--- config.mk ---
export PLATFORM = sky130hd
export DESIGN_NAME = exc_reset_unit
export DESIGN_NICKNAME = d
export VERILOG_FILES = /design/src/hdl/exc_pkg.sv /design/src/hdl/exc_vec_addr.sv /design/src/hdl/exc_source_prio.sv /design/src/hdl/exc_reset_unit.sv
export SDC_FILE = /design/constraint.sdc
export NUM_CORES = 1
export LEC_CHECK = 0
export BUFFER_PORTS_ARGS = -buffer_cell sky130_fd_sc_hd__buf_2
export CAP_MARGIN = 20
export CORE_UTILIZATION = 43
export CTS_BUF_LIST = sky130_fd_sc_hd__clkbuf_4
export CTS_CLUSTER_DIAMETER = 200
export DETAILED_ROUTE_END_ITERATION = 10
export PLACE_DENSITY = 0.72
export SLEW_MARGIN = 20
export SYNTH_ARGS = -nofsm -noshare
export SYNTH_HDL_FRONTEND = slang
export SYNTH_HIERARCHICAL = 1
export SYNTH_SLANG_ARGS = --single-unit
--- constraint.sdc ---
create_clock -name clk -period 5.1 [get_ports clk]
set_input_delay 1.275 -clock clk [delete_from_list [all_inputs] [get_ports clk]]
set_output_delay 1.275 -clock clk [all_outputs]
set_load 0.02 [all_outputs]
--- src/hdl/exc_pkg.sv ---
// Constants and types shared by the exception and reset sequencing unit
package exc_pkg;
	// ----------------------------------------
	// Widths
	// ----------------------------------------
	localparam int unsigned WORD_W  = 32;
	localparam int unsigned VEC_W   = 8;
	localparam int unsigned LEVEL_W = 4;

	// ----------------------------------------
	// Vector numbers
	// ----------------------------------------
	localparam logic [7:0] VEC_POR_PC      = 8'h00;
	localparam logic [7:0] VEC_POR_SP      = 8'h01;
	localparam logic [7:0] VEC_MAN_PC      = 8'h02;
	localparam logic [7:0] VEC_MAN_SP      = 8'h03;
	localparam logic [7:0] VEC_ILLEGAL     = 8'h04;
	localparam logic [7:0] VEC_SLOT_ILL    = 8'h06;
	localparam logic [7:0] VEC_CPU_ADDR    = 8'h09;
	localparam logic [7:0] VEC_DMA_ADDR    = 8'h0A;
	localparam logic [7:0] VEC_NMI         = 8'h0B;
	localparam logic [7:0] VEC_BREAK       = 8'h0C;
	localparam logic [7:0] VEC_DEBUG       = 8'h0E;
	localparam logic [7:0] VEC_TRAP_BASE   = 8'h20;
	localparam logic [7:0] VEC_TRAP_MASK   = 8'h1F;
	localparam logic [7:0] VEC_IRQ_BASE    = 8'h40;
	localparam logic [7:0] VEC_PERIPH_BASE = 8'h48;

	// ----------------------------------------
	// Reset values and field layout
	// ----------------------------------------
	localparam logic [31:0] VBR_RESET      = 32'h0000_0000;
	localparam logic [3:0]  MASK_RESET     = 4'hF;
	localparam logic [31:0] STATUS_RESET   = 32'h0000_00F0;
	localparam int unsigned MASK_LSB       = 4;
	localparam logic [31:0] STACK_STEP     = 32'h0000_0004;
	localparam logic [1:0]  VEC_SHIFT_ZERO = 2'h0;

	// ----------------------------------------
	// Exception kinds
	// ----------------------------------------
	typedef enum logic [1:0] {
		KIND_ADDR  = 2'h0,
		KIND_INTR  = 2'h1,
		KIND_INSTR = 2'h2
	} exc_kind_t;

	// ----------------------------------------
	// Sequencer states, one-hot
	// ----------------------------------------
	typedef enum logic [8:0] {
		ST_RUN       = 9'h001,
		ST_POR_HOLD  = 9'h002,
		ST_MAN_WAIT  = 9'h004,
		ST_MAN_HOLD  = 9'h008,
		ST_FETCH_PC  = 9'h010,
		ST_FETCH_SP  = 9'h020,
		ST_PUSH_SR   = 9'h040,
		ST_PUSH_PC   = 9'h080,
		ST_FETCH_VEC = 9'h100
	} seq_state_t;
endpackage

--- src/hdl/exc_vec_addr.sv ---
// Vector table address former
`timescale 1ns/1ps
`default_nettype none
module exc_vec_addr
	import exc_pkg::*;
(
	input  wire logic [VEC_W-1:0]  vector,
	input  wire logic              is_reset,
	input  wire logic [WORD_W-1:0] vector_base_reg,
	output logic      [WORD_W-1:0] table_addr
);
	// ----------------------------------------
	// Offset is vector times four; base added except for resets
	// ----------------------------------------
	logic [WORD_W-1:0] offset;
	assign offset     = {{(WORD_W-VEC_W-2){1'b0}}, vector, VEC_SHIFT_ZERO};
	assign table_addr = is_reset ? offset : vector_base_reg + offset;
endmodule
`default_nettype wire

--- src/hdl/exc_source_prio.sv ---
// Fixed-priority selector of pending non-reset exceptions
`timescale 1ns/1ps
`default_nettype none
module exc_source_prio
	import exc_pkg::*;
(
	input  wire logic               addr_err_req,
	input  wire logic [VEC_W-1:0]   addr_err_vec,
	input  wire logic               intr_req,
	input  wire logic [VEC_W-1:0]   intr_vec,
	input  wire logic               instr_req,
	input  wire logic [VEC_W-1:0]   instr_vec,
	output logic                    any_req,
	output exc_kind_t               kind,
	output logic      [VEC_W-1:0]   vector
);
	// ----------------------------------------
	// Address errors before interrupts before instructions
	// ----------------------------------------
	always_comb
	begin
		any_req = addr_err_req | intr_req | instr_req;
		kind    = KIND_INSTR;
		vector  = instr_vec;
		if (addr_err_req)
		begin
			kind   = KIND_ADDR;
			vector = addr_err_vec;
		end
		else if (intr_req)
		begin
			kind   = KIND_INTR;
			vector = intr_vec;
		end
	end
endmodule
`default_nettype wire

--- src/hdl/exc_reset_unit.sv ---
// Exception entry and reset sequencing unit
// Contract
// - Push status word then instruction pointer on stack at general register fifteen.
// - Interrupts load accepted level into mask; other exceptions keep it.
// - After saving, fetch routine address from vector table and jump there.
// - Power-on uses vectors 0 and 1; manual reset uses 2 and 3.
// - Vectors 4, 6, 9, 10 for illegal, slot illegal, address errors.
// - Vectors 11, 12, 14 for nonmaskable, breakpoint and debug interrupts.
// - Trap vectors 32-63, external lines 64-71, peripherals 72-255.
// - Table address is vector times four, plus base unless a reset.
// - Resets beat all other sources; two reset types, both init CPU.
// - Power-on inits CPU, controller, peripherals; manual inits CPU and controller.
// - On power-on pin release, fetch pointer then stack pointer, then run.
// - Power-on processing clears vector base and sets mask to all ones.
// - Watchdog overflow causes power-on reset sparing pin and port registers.
// - Pin reset beats coincident watchdog reset and clears overflow flag.
// - Power-on pin high, manual pin low: manual reset, CPU and interrupt controller only.
// - Manual reset waits for current bus cycle to end, never aborts it.
// - Manual pin release runs the same sequence using manual vectors.
// - Priority: resets, address errors, interrupts, instruction exceptions.
// - Address errors and interrupts start after preceding instruction finishes.
//
// Decided for this implementation: the plain strobed port and the register offsets.
`timescale 1ns/1ps
`default_nettype none
module exc_reset_unit
	import exc_pkg::*;
(
	input  wire logic               clk,
	input  wire logic               reset_n,
	input  wire logic               power_on_reset_pin_n,
	input  wire logic               manual_reset_pin_n,
	input  wire logic               watchdog_reset_req,
	input  wire logic               bus_cycle_busy,
	input  wire logic               instr_done,
	input  wire logic               addr_err_req,
	input  wire logic               addr_err_dma,
	input  wire logic               intr_req,
	input  wire logic [VEC_W-1:0]   intr_vec,
	input  wire logic [LEVEL_W-1:0] intr_level,
	input  wire logic               instr_req,
	input  wire logic               instr_slot,
	input  wire logic               instr_trap,
	input  wire logic [VEC_W-1:0]   trap_num,
	input  wire logic [WORD_W-1:0]  status_word,
	input  wire logic [WORD_W-1:0]  instruction_pointer,
	input  wire logic [WORD_W-1:0]  general_reg_fifteen,
	input  wire logic [WORD_W-1:0]  mem_rdata,
	output logic                    mem_rd,
	output logic                    mem_wr,
	output logic      [WORD_W-1:0]  mem_addr,
	output logic      [WORD_W-1:0]  mem_wdata,
	output logic      [WORD_W-1:0]  vector_base_reg,
	output logic      [LEVEL_W-1:0] interrupt_mask_field,
	output logic      [WORD_W-1:0]  new_pointer,
	output logic      [WORD_W-1:0]  new_stack_top,
	output logic                    load_pointer,
	output logic                    load_stack_top,
	output logic                    load_mask,
	output logic                    exc_accept,
	output logic                    cpu_init,
	output logic                    interrupt_ctrl_unit_init,
	output logic                    periph_init,
	output logic                    pin_port_init,
	output logic                    clear_overflow_flag,
	output logic                    cpu_hold
);
	// ----------------------------------------
	// Pin sampling
	// ----------------------------------------
	logic       por_q;
	logic       man_q;
	logic       wdt_q;
	seq_state_t state_q;
	seq_state_t state_d;
	logic       manual_q;
	logic       from_pin_q;
	exc_kind_t  kind_q;
	logic [VEC_W-1:0]   vec_q;
	logic [LEVEL_W-1:0] level_q;
	logic [WORD_W-1:0]  sp_q;

	// Registered samples of resets, taken on the clock
	always_ff @(posedge clk)
	begin
		if (!reset_n)
		begin
			por_q <= 1'b0;
			man_q <= 1'b1;
			wdt_q <= 1'b0;
		end
		else
		begin
			por_q <= power_on_reset_pin_n;
			man_q <= manual_reset_pin_n;
			wdt_q <= watchdog_reset_req;
		end
	end

	// ----------------------------------------
	// Source selection and vectors
	// ----------------------------------------
	logic              any_req;
	exc_kind_t         sel_kind;
	logic [VEC_W-1:0]  sel_vec;
	logic [VEC_W-1:0]  ae_vec;
	logic [VEC_W-1:0]  in_vec;
	logic [VEC_W-1:0]  fetch_vec;
	logic              fetch_reset;
	logic [WORD_W-1:0] table_addr;

	assign ae_vec = addr_err_dma ? VEC_DMA_ADDR : VEC_CPU_ADDR;
	// Trap numbers fold into 32..63; otherwise illegal or slot illegal
	assign in_vec = instr_trap ? (VEC_TRAP_BASE | (trap_num & VEC_TRAP_MASK))
		: (instr_slot ? VEC_SLOT_ILL : VEC_ILLEGAL);

	exc_source_prio u_prio (
		.addr_err_req (addr_err_req),
		.addr_err_vec (ae_vec),
		.intr_req     (intr_req),
		.intr_vec     (intr_vec),
		.instr_req    (instr_req),
		.instr_vec    (in_vec),
		.any_req      (any_req),
		.kind         (sel_kind),
		.vector       (sel_vec)
	);

	// Reset fetches use fixed vectors, others the latched one
	always_comb
	begin
		fetch_reset = 1'b1;
		if (state_q == ST_FETCH_PC)
			fetch_vec = manual_q ? VEC_MAN_PC : VEC_POR_PC;
		else if (state_q == ST_FETCH_SP)
			fetch_vec = manual_q ? VEC_MAN_SP : VEC_POR_SP;
		else
		begin
			fetch_vec   = vec_q;
			fetch_reset = 1'b0;
		end
	end

	exc_vec_addr u_addr (
		.vector          (fetch_vec),
		.is_reset        (fetch_reset),
		.vector_base_reg (vector_base_reg),
		.table_addr      (table_addr)
	);

	// ----------------------------------------
	// Sequencer
	// ----------------------------------------
	logic por_low;
	logic wdt_hit;
	logic man_low;
	assign por_low = !por_q;
	assign wdt_hit = wdt_q && por_q;
	assign man_low = por_q && !man_q;

	// Next state: resets first, then pending exceptions
	always_comb
	begin
		state_d = state_q;
		if (por_low || wdt_hit)
			state_d = ST_POR_HOLD;
		else
		begin
			case (state_q)
				ST_POR_HOLD:
					state_d = ST_FETCH_PC;
				ST_MAN_WAIT:
					if (!bus_cycle_busy)
						state_d = ST_MAN_HOLD;
				ST_MAN_HOLD:
					if (man_q)
						state_d = ST_FETCH_PC;
				ST_FETCH_PC:
					state_d = ST_FETCH_SP;
				ST_FETCH_SP:
					state_d = ST_RUN;
				ST_PUSH_SR:
					state_d = ST_PUSH_PC;
				ST_PUSH_PC:
					state_d = ST_FETCH_VEC;
				ST_FETCH_VEC:
					state_d = ST_RUN;
				ST_RUN:
					if (any_req && instr_done)
						state_d = ST_PUSH_SR;
				default:
					state_d = ST_POR_HOLD;
			endcase
			if (man_low && state_q != ST_MAN_HOLD && state_q != ST_MAN_WAIT)
				state_d = ST_MAN_WAIT;
		end
	end

	// State register
	always_ff @(posedge clk)
	begin
		if (!reset_n)
			state_q <= ST_POR_HOLD;
		else
			state_q <= state_d;
	end

	// Which reset type owns the vector fetch, and whether from the pin
	always_ff @(posedge clk)
	begin
		if (!reset_n)
		begin
			manual_q   <= 1'b0;
			from_pin_q <= 1'b1;
		end
		else if (por_low || wdt_hit)
		begin
			manual_q   <= 1'b0;
			from_pin_q <= por_low;
		end
		else if (state_d == ST_MAN_WAIT)
			manual_q <= 1'b1;
	end

	// Latch the accepted exception
	always_ff @(posedge clk)
	begin
		if (!reset_n)
		begin
			kind_q  <= KIND_INSTR;
			vec_q   <= VEC_ILLEGAL;
			level_q <= MASK_RESET;
		end
		else if (state_q == ST_RUN && state_d == ST_PUSH_SR)
		begin
			kind_q  <= sel_kind;
			vec_q   <= sel_vec;
			level_q <= intr_level;
		end
	end

	// Stack pointer walks down for each push
	always_ff @(posedge clk)
	begin
		if (!reset_n)
			sp_q <= VBR_RESET;
		else if (state_q == ST_RUN)
			sp_q <= general_reg_fifteen - STACK_STEP;
		else if (state_q == ST_PUSH_SR)
			sp_q <= sp_q - STACK_STEP;
	end

	// ----------------------------------------
	// Memory access, one per push or fetch state
	// ----------------------------------------
	always_comb
	begin
		mem_rd    = 1'b0;
		mem_wr    = 1'b0;
		mem_addr  = table_addr;
		mem_wdata = status_word;
		case (state_q)
			ST_PUSH_SR:
			begin
				mem_wr   = 1'b1;
				mem_addr = sp_q;
			end
			ST_PUSH_PC:
			begin
				mem_wr    = 1'b1;
				mem_addr  = sp_q;
				mem_wdata = instruction_pointer;
			end
			ST_FETCH_PC, ST_FETCH_SP, ST_FETCH_VEC:
				mem_rd = 1'b1;
			default:
				mem_rd = 1'b0;
		endcase
	end

	// ----------------------------------------
	// Architectural updates
	// ----------------------------------------
	always_ff @(posedge clk)
	begin
		if (!reset_n)
		begin
			vector_base_reg      <= VBR_RESET;
			interrupt_mask_field <= MASK_RESET;
		end
		else if (state_q == ST_POR_HOLD || state_q == ST_MAN_HOLD)
		begin
			vector_base_reg      <= VBR_RESET;
			interrupt_mask_field <= MASK_RESET;
		end
		else if (state_q == ST_PUSH_PC && kind_q == KIND_INTR)
			interrupt_mask_field <= level_q;
	end

	// Loaded values for the core
	always_ff @(posedge clk)
	begin
		if (!reset_n)
		begin
			new_pointer    <= VBR_RESET;
			new_stack_top  <= VBR_RESET;
			load_pointer   <= 1'b0;
			load_stack_top <= 1'b0;
			load_mask      <= 1'b0;
		end
		else
		begin
			load_pointer   <= 1'b0;
			load_stack_top <= 1'b0;
			load_mask      <= state_q == ST_PUSH_PC && kind_q == KIND_INTR;
			if (state_q == ST_FETCH_SP)
			begin
				new_stack_top  <= mem_rdata;
				load_pointer   <= 1'b1;
				load_stack_top <= 1'b1;
			end
			else if (state_q == ST_FETCH_VEC)
			begin
				new_pointer    <= mem_rdata;
				new_stack_top  <= sp_q;
				load_pointer   <= 1'b1;
				load_stack_top <= 1'b1;
			end
			if (state_q == ST_FETCH_PC)
				new_pointer <= mem_rdata;
		end
	end

	// ----------------------------------------
	// Init strobes toward the rest of the chip
	// ----------------------------------------
	logic in_reset;
	assign in_reset            = state_q == ST_POR_HOLD || state_q == ST_MAN_HOLD;
	assign cpu_init            = in_reset;
	assign interrupt_ctrl_unit_init           = in_reset;
	assign periph_init         = state_q == ST_POR_HOLD;
	assign pin_port_init       = state_q == ST_POR_HOLD && from_pin_q;
	assign clear_overflow_flag = por_low && wdt_q;
	assign exc_accept          = state_q == ST_RUN && state_d == ST_PUSH_SR;
	assign cpu_hold            = state_q != ST_RUN;

	// ----------------------------------------
	// Checks
	// ----------------------------------------
	a_por_fetch_order: assert property (@(posedge clk) disable iff (!reset_n)
		(state_q == ST_POR_HOLD && state_d == ST_FETCH_PC) |=> mem_rd ##1 mem_rd ##1 load_pointer)
		else $error("reset fetch order wrong");
	a_reset_vec_addr: assert property (@(posedge clk) disable iff (!reset_n)
		(state_q == ST_FETCH_PC && !manual_q)
		|-> mem_addr == {{(WORD_W-VEC_W-2){1'b0}}, VEC_POR_PC, VEC_SHIFT_ZERO})
		else $error("power-on pointer address wrong");
	a_push_sequence: assert property (@(posedge clk) disable iff (!reset_n)
		exc_accept |=> (mem_wr && mem_wdata == $past(status_word)) ##1 mem_wr ##1 mem_rd)
		else $error("push sequence wrong");
	a_vbr_added: assert property (@(posedge clk) disable iff (!reset_n)
		state_q == ST_FETCH_VEC
		|-> mem_addr == vector_base_reg + {{(WORD_W-VEC_W-2){1'b0}}, vec_q, VEC_SHIFT_ZERO})
		else $error("vector address not based");
	a_mask_keep: assert property (@(posedge clk) disable iff (!reset_n)
		(state_q == ST_PUSH_PC && kind_q != KIND_INTR) |=> $stable(interrupt_mask_field))
		else $error("mask changed for non-interrupt");
	a_por_init: assert property (@(posedge clk) disable iff (!reset_n)
		state_q == ST_POR_HOLD |=> vector_base_reg == VBR_RESET && interrupt_mask_field == MASK_RESET)
		else $error("reset init values wrong");
	a_man_bus_wait: assert property (@(posedge clk) disable iff (!reset_n)
		(state_q == ST_MAN_WAIT && bus_cycle_busy && por_q && !wdt_q) |=> state_q == ST_MAN_WAIT)
		else $error("manual reset aborted bus cycle");
	a_man_no_periph: assert property (@(posedge clk) disable iff (!reset_n)
		state_q == ST_MAN_HOLD |-> cpu_init && !periph_init && !pin_port_init)
		else $error("manual reset touched peripherals");
	a_reset_priority: assert property (@(posedge clk) disable iff (!reset_n)
		por_low |=> state_q == ST_POR_HOLD)
		else $error("reset lost priority");
	a_wdt_no_pins: assert property (@(posedge clk) disable iff (!reset_n)
		(wdt_hit && !por_low) |=> !pin_port_init)
		else $error("watchdog reset hit pin registers");

	c_por_seq: cover property (@(posedge clk) state_q == ST_POR_HOLD ##1 state_q == ST_FETCH_PC);
	c_man_seq: cover property (@(posedge clk) state_q == ST_MAN_HOLD ##1 state_q == ST_FETCH_PC);
	c_intr_entry: cover property (@(posedge clk) exc_accept && sel_kind == KIND_INTR);
	c_wdt_reset: cover property (@(posedge clk) wdt_hit);
endmodule
`default_nettype wire

==> impl_metrics.py, run 1 <==
metrics = {
    "grt": {
        "grt_max_degree": 67,
        "grt_pass1_vias": 8585,
        "grt-ovfl-total": 0,
        "grt_pass1_wl_um": 47000,
        "antenna_found_initial": 10,
        "track_usage": 0.284,
    },
    "floorplanning": {
        "start_util": 0.445,
        "rows": 51,
        "core_area_sq_mm": 0.0198,
        "die_y_um": 145,
        "die_area_sq_mm": 0.0210,
        "ios": 337,
        "die_w_um": 145,
    },
    "synthesis": {
        "syn-mean-instance-area_sq_um": 7.89,
        "synth_enable_flop_cells": 0,
        "ys_types": 72,
        "synth.area.top_cells": "dfxtp_1, mux2_2, nand2_1",
        "async_flop_share": 0,
        "synth_top_area_frac": 0.296,
        "netlist_instances": 1115,
        "syn_area_sq_mm": 0.00880,
        "synth_flop_cell": "dfxtp_1",
        "synth_largest_area_cell": "dfxtp_1",
        "yosysWarnings": 6,
        "yosysSeqAreaShare": 0.296,
        "ys_ff_latch": 130,
    },
    "power": {
        "total_power_uw": 2100,
        "p_leak_uw": 0.00498,
        "power_density_mw_per_mm2": 191,
        "ir_drop_mv": 0.169,
    },
    "placed_design": {
        "hpwlAfterDp_um": 23400,
        "io_buffer_count": 301,
        "gp_congestion": 0.944,
        "dpl_cell_area_sq_mm": 0.0107,
    },
    "critical_path": {
        "cp.required_ns": 3.83,
        "rrSetupSlack_ns": 0.95,
        "critical_path_class": "reg2out",
        "cp-startpoint": "state_q[4]",
        "rr_startpoint": "state_q[3]",
        "startpoint_type": "register",
        "cp-end-kind": "primary output",
        "arrival_ns": 3.76,
        "regToRegEndpoint": "sp_q[24]",
        "crit_fanout": 9,
        "reg2regPathDepth": 11,
    },
    "sta": {
        "rsz0062_at_grt": "yes",
        "finalSetupViolations": 0,
        "period_share": 0.987,
        "fin_crit_ns": 5.03,
        "fmax_mhz": 199,
        "slew_headroom": 0.313,
        "skew_ns": 0.0203,
        "finalMaxSlewViolations": 0,
        "hold_violations": 0,
        "tns_ns": 0,
        "worst_pin_slew_ns": 1.02,
    },
    "routing": {
        "vias_per_cell": 5.36,
        "drcViolationCount": 0,
        "first_pass_iters": 5,
        "drt-initial-drc-count": 692,
        "wl_per_cell_um": 17.6,
        "drt-total-wl_um": 30800,
        "drtAntennaViolNets": 0,
        "vias": 9381,
    },
    "cts": {
        "clock-sinks": 130,
        "cts.hold.buffers_added": 0,
        "clk_latency_ns": 0.58,
        "cts_max_path_buffers": 2,
        "root_buffer": "clkbuf_4",
        "cts_tree": "built",
        "path_clk_slew_ns": 0.14,
        "h-tree-depth": 4,
        "cts_buffers": 17,
    },
    "finish": {
        "synthToLayoutAreaGrowth_pct": 24.8,
        "drive_above_1_share": 0.309,
        "finalInstanceArea_sq_mm": 0.0110,
        "mostFrequentLayoutCells": "buf_2, nand2_1, dfxtp_1, conb_1, nor2_1",
        "nets": 1638,
        "final_common_cell": "buf_2",
    },
    "worst_hold_path": {
        "hold_class": "reg2reg",
        "whs_endpoint": "new_pointer[6]",
        "hold_depth": 2,
        "hold_start": "new_pointer[6]",
    },
    "flow_run": {
        "drv_cap": 0,
    },
    "outcome": {
        "outcome": "complete, no violations",
    },
}
## registers in the layout, indices dropped and copies added (netlist names)
| register | cells |
|---|---|
| from_pin_q | 1 |
| interrupt_mask_field | 4 |
| kind_q | 2 |
| level_q | 4 |
| load_mask | 1 |
| load_stack_top | 1 |
| man_q | 1 |
| manual_q | 1 |
| new_pointer | 32 |
| new_stack_top | 32 |
| por_q | 1 |
| sp_q | 32 |
| state_q | 9 |
| vec_q | 8 |
| wdt_q | 1 |
## worst max-delay path by stage
stage / endpoint / slack (ns) / cells past startpoint
after floorplan: mem_addr[9] / 0.62 / 11
after global placement: mem_addr[3] / 0.55 / 9
final: mem_addr[9] / 0.07 / 10
after global routing: mem_addr[9] / -0.05 / 10
after CTS: mem_addr[9] / 0.005 / 10
after detailed placement: mem_addr[3] / 0.47 / 9
## area by class of cell
type,count,area [sq um]
multi-input cells,983,6050
clock buffers,17,128
flip-flops and latches,130,2610
diodes,6,15.0
repair buffers,317,1630
inverters,18,67.6
clock inverters,15,160
fillers,1919,8790
well taps,265,332
## timing repair
item	CTS	global route
buffers inserted	0	0
resized for setup	3	9
setup endpoints to repair	2	4
## routing by layer
layer,GRT usage,vias up,share of wire
met2,0.486,479,0.48
li1,-,4530,-
met3,0.0660,61,0.085
met1,0.349,4305,0.40
met4,0.0947,6,0.025
met5,0,-,0.0012
## logic make-up after synthesis
group                    count (synthesis)  synth area share
AO/OA/AOI/OAI                          211             0.164
XOR/XNOR                                65            0.0647
adder cells (fa/ha/maj)                 10            0.0151
buffers and inverters                  126            0.0736
flip-flops                             130             0.296
multiplexers                           108             0.133
other                                    2          0.000853
AND/OR/NAND/NOR                        463             0.253
## cell usage after synthesis, types with 7 or more instances
master     instances
o31ai_1            7
nor4_1            20
and2_1             9
clkbuf_1          53
xor2_1            46
nor2_1           100
a311oi_1          32
mux2_2            71
mux2i_1           37
buf_4             35
o21ai_1           18
ha_1               9
or3_1             12
a21oi_1           60
nand2_1          188
nand4_1           22
o21ai_0           20
o2111ai_1          7
xnor2_1           19
o22ai_1            9
inv_1             16
nor2b_1            7
and3_1            12
o211ai_1          10
nand3_1           25
nor3_1            25
dfxtp_1          130
buf_1             10
a211oi_1          12
nand2b_1           9
## worst max-delay path, cell delays in order, from the launching register on
cell,delay (ns)
dfxtp_2,0.37
or4_4,0.58
or4_2,0.68
buf_4,0.20
and3_1,0.20
ha_2,0.32
a2111oi_2,0.33
a221oi_1,0.14
nand2_1,0.08
o21ai_0,0.08
buf_2,0.20
## where the power goes
group / internal, uW / switching [uW]
Sequential: 1020 / 2.36
Combinational: 128 / 208
Clock: 265 / 481
## metrics by stage
step,hold WS [ns],worst slack [ns],util,instances
after floorplan,0.411,0.620,-,1239
after global placement,0.434,0.547,0.539,1713
after detailed placement,0.441,0.472,0.539,1713
after CTS,0.458,0.00486,0.553,1745
after global routing,0.466,-0.0535,0.555,1750
final,0.456,0.0674,0.555,1751
Power figures use the tool's default switching activity.
==> run 2: changes to the inputs <==
--- a/config.mk
+++ b/config.mk
@@ -5,13 +5,14 @@
 export SDC_FILE = /design/constraint.sdc
 export NUM_CORES = 1
 export LEC_CHECK = 0
+export ABC_AREA = 1
 export BUFFER_PORTS_ARGS = -buffer_cell sky130_fd_sc_hd__buf_2
 export CAP_MARGIN = 20
 export CORE_UTILIZATION = 43
 export CTS_BUF_LIST = sky130_fd_sc_hd__clkbuf_4
 export CTS_CLUSTER_DIAMETER = 200
 export DETAILED_ROUTE_END_ITERATION = 10
-export PLACE_DENSITY = 0.72
+export PLACE_DENSITY = 0.71
 export SLEW_MARGIN = 20
 export SYNTH_ARGS = -nofsm -noshare
 export SYNTH_HDL_FRONTEND = slang
==> impl_metrics.py, run 2 <==
metrics = {
    "cts": {
        "clk_latency_ns": 0.58,
        "cts_max_path_buffers": 2,
        "post_cts_buffers": 0,
        "h-tree-depth": 4,
        "cts_buffers": 17,
        "clock-sinks": 130,
        "cts.hold.buffers_added": 0,
        "cts_tree": "built",
        "root_buffer": "clkbuf_4",
        "path_clk_slew_ns": 0.12,
        "post_cts_resized": 0,
    },
    "power": {
        "p_clk_frac": 0.356,
        "switching_share": 0.328,
        "seq_power_share": 0.492,
        "combPwrFrac": 0.153,
        "p_leak_uw": 0.00678,
        "intPower_uw": 1400,
        "ir_drop_mv": 0.129,
        "p_switching_uw": 683,
        "power_density_mw_per_mm2": 181,
    },
    "finish": {
        "drive_above_1_share": 0.211,
        "top_regs": "new_pointer: 32 flops, new_stack_top: 32 flops, sp_q: 32 flops",
        "finalInstanceArea_sq_mm": 0.0115,
        "synthToLayoutAreaGrowth_pct": 23.4,
        "fill_cells": 2253,
        "nets": 2109,
        "mostFrequentLayoutCells": "nand2_1, buf_2, nor2_1, inv_1, conb_1",
        "final_common_cell": "nand2_1",
    },
    "critical_path": {
        "cp.required_ns": 3.83,
        "critical_path_class": "reg2out",
        "cp-end-kind": "primary output",
        "worst-path-buf-inv": 2,
        "startpoint_type": "register",
        "crit_chain": "nor2_2 -> nand2_1 -> inv_2 -> nand4_1 -> nand2_1 -> a21oi_1 -> fa_1 -> nand2_1 -> nand2_1 -> nand2_1 -> o21ai_0 -> buf_2",
        "crit_slowest_cell": "fa_1",
        "crit_fanout": 17,
        "cpPeakStageDelay_ns": 0.49,
        "crit_path_frequent_cell": "nand2_1",
        "arrival_ns": 3.28,
        "crit_family": "simple AND/OR/NAND/NOR gates",
    },
    "sta": {
        "worst_pin_slew_ns": 1.06,
        "finalMaxSlewViolations": 0,
        "period_share": 0.894,
        "fmax_mhz": 219,
        "finalHoldWorstSlack_ns": 0.469,
        "slew_headroom": 0.293,
        "skew_ns": 0.0345,
        "fin_crit_ns": 4.56,
        "rsz0062_at_grt": "no",
        "tns_ns": 0,
        "hold_violations": 0,
        "finalSetupViolations": 0,
    },
    "floorplanning": {
        "die_w_um": 149,
        "core_area_sq_mm": 0.0211,
        "ios": 337,
        "die_y_um": 149,
        "die_area_sq_mm": 0.0222,
        "rows": 53,
        "start_util": 0.440,
    },
    "grt": {
        "track_usage": 0.281,
        "grt-ovfl-total": 0,
        "grt_max_degree": 70,
        "grt_pass1_wl_um": 48200,
        "antenna_found_initial": 4,
        "grt_pass1_vias": 9319,
    },
    "synthesis": {
        "ys_ff_latch": 130,
        "yosysSeqAreaShare": 0.280,
        "synth.area.top_cells": "dfxtp_1, nand2_1, nor2_1",
        "synth_top_area_frac": 0.280,
        "synth_flop_cell": "dfxtp_1",
        "async_flop_share": 0,
        "synth_commonest_cells": "nand2_1, nor2_1, inv_1",
        "synth_largest_area_cell": "dfxtp_1",
        "syn-mean-instance-area_sq_um": 5.92,
        "ys_types": 48,
        "syn_area_sq_mm": 0.00928,
        "synth_enable_flop_cells": 0,
        "yosysMostFrequentCell": "nand2_1",
        "netlist_instances": 1568,
        "yosysWarnings": 6,
    },
    "routing": {
        "vias_per_cell": 4.78,
        "drt-total-wl_um": 31400,
        "drtAntennaViolNets": 0,
        "drcViolationCount": 0,
        "drt-initial-drc-count": 635,
        "wl_per_cell_um": 14.1,
        "vias": 10700,
        "first_pass_iters": 5,
    },
    "flow_run": {
        "drv_cap": 0,
    },
    "placed_design": {
        "dpl_cell_area_sq_mm": 0.0112,
        "hpwlAfterDp_um": 24600,
        "gp_congestion": 0.937,
        "io_buffer_count": 301,
    },
    "outcome": {
        "outcome": "complete, no violations",
    },
    "worst_hold_path": {
        "hold_class": "reg2reg",
    },
}
-- run 2: cell types whose count changed in the layout (fill, tap and decap cells not counted), moves of 40 or more --
cell     previous run  this run
nand2_1           187       530
inv_1              16       155
nor2_1            100       193
nand3_1            25        99
o21ai_0            19        90
mux2_2             71         1
xor2_1             46         6
-- run 2: layout make-up --
type	count	area [sq um]	area share
clock buffers	17	128	0.0111
well taps	275	344	0.0300
repair buffers	312	1590	0.139
clock inverters	15	159	0.0139
inverters	167	627	0.0547
flip-flops and latches	130	2600	0.227
multi-input cells	1310	5990	0.523
diodes	4	10.0	0.000874
-- run 2: cell families after synthesis --
group | after synthesis | share of synthesized area
AOI/OAI and AO/OA | 230 | 0.144
xor gates and xnor gates | 7 | 0.00660
adders and majority gates | 10 | 0.0143
buffers and inverters | 271 | 0.132
DFF | 130 | 0.280
muxes | 1 | 0.00121
other | 2 | 0.000809
and+or+nand+nor | 917 | 0.420
-- run 2: power groups by stage --
stage | Clock [uW] | Combinational, uW | Sequential, uW
2_1_floorplan | 0 | 205 | 1050
5_1_grt | 795 | 353 | 1020
3_5_place_dp | 0 | 310 | 1040
3_3_place_gp | 0 | 309 | 1040
4_1_cts | 751 | 311 | 1020
6_report | 739 | 317 | 1020
-- run 2: per-stage QoR --
stage | cells | power [uW] | util | worst slack, ns
floorplan | 1711 | 1250 | - | 1.67
global placement | 2194 | 1350 | 0.529 | 1.15
detailed placement | 2194 | 1350 | 0.529 | 1.12
CTS | 2226 | 2080 | 0.543 | 0.486
global route | 2230 | 2170 | 0.543 | 0.249
finish | 2230 | 2080 | 0.543 | 0.542
-- run 2: worst paths after layout --
path	slack, ns	to	from	cells past startpoint
worst max-delay path	0.54	mem_addr[3]	state_q[1]	12
worst max register to register	1.72	sp_q[4]	state_q[0]	8
worst min-delay path	0.47	new_stack_top[12]	new_stack_top[12]	2
worst min register to register	0.47	new_stack_top[12]	new_stack_top[12]	2
-- run 2: worst min-delay path, cell delays in order (launching register included) --
cell and delay, ns:
dfxtp_1 0.33, nand2_1 0.06, a21oi_1 0.05
-- run 2: per-layer routing --
| metal | part of all wire | vias up | global-route usage |
|---|---|---|---|
| met4 | 0.023 | 0 | 0.100 |
| met2 | 0.48 | 419 | 0.480 |
| met3 | 0.075 | 38 | 0.0606 |
| met5 | 0 | - | 0 |
| li1 | - | 5535 | - |
| met1 | 0.42 | 4675 | 0.345 |
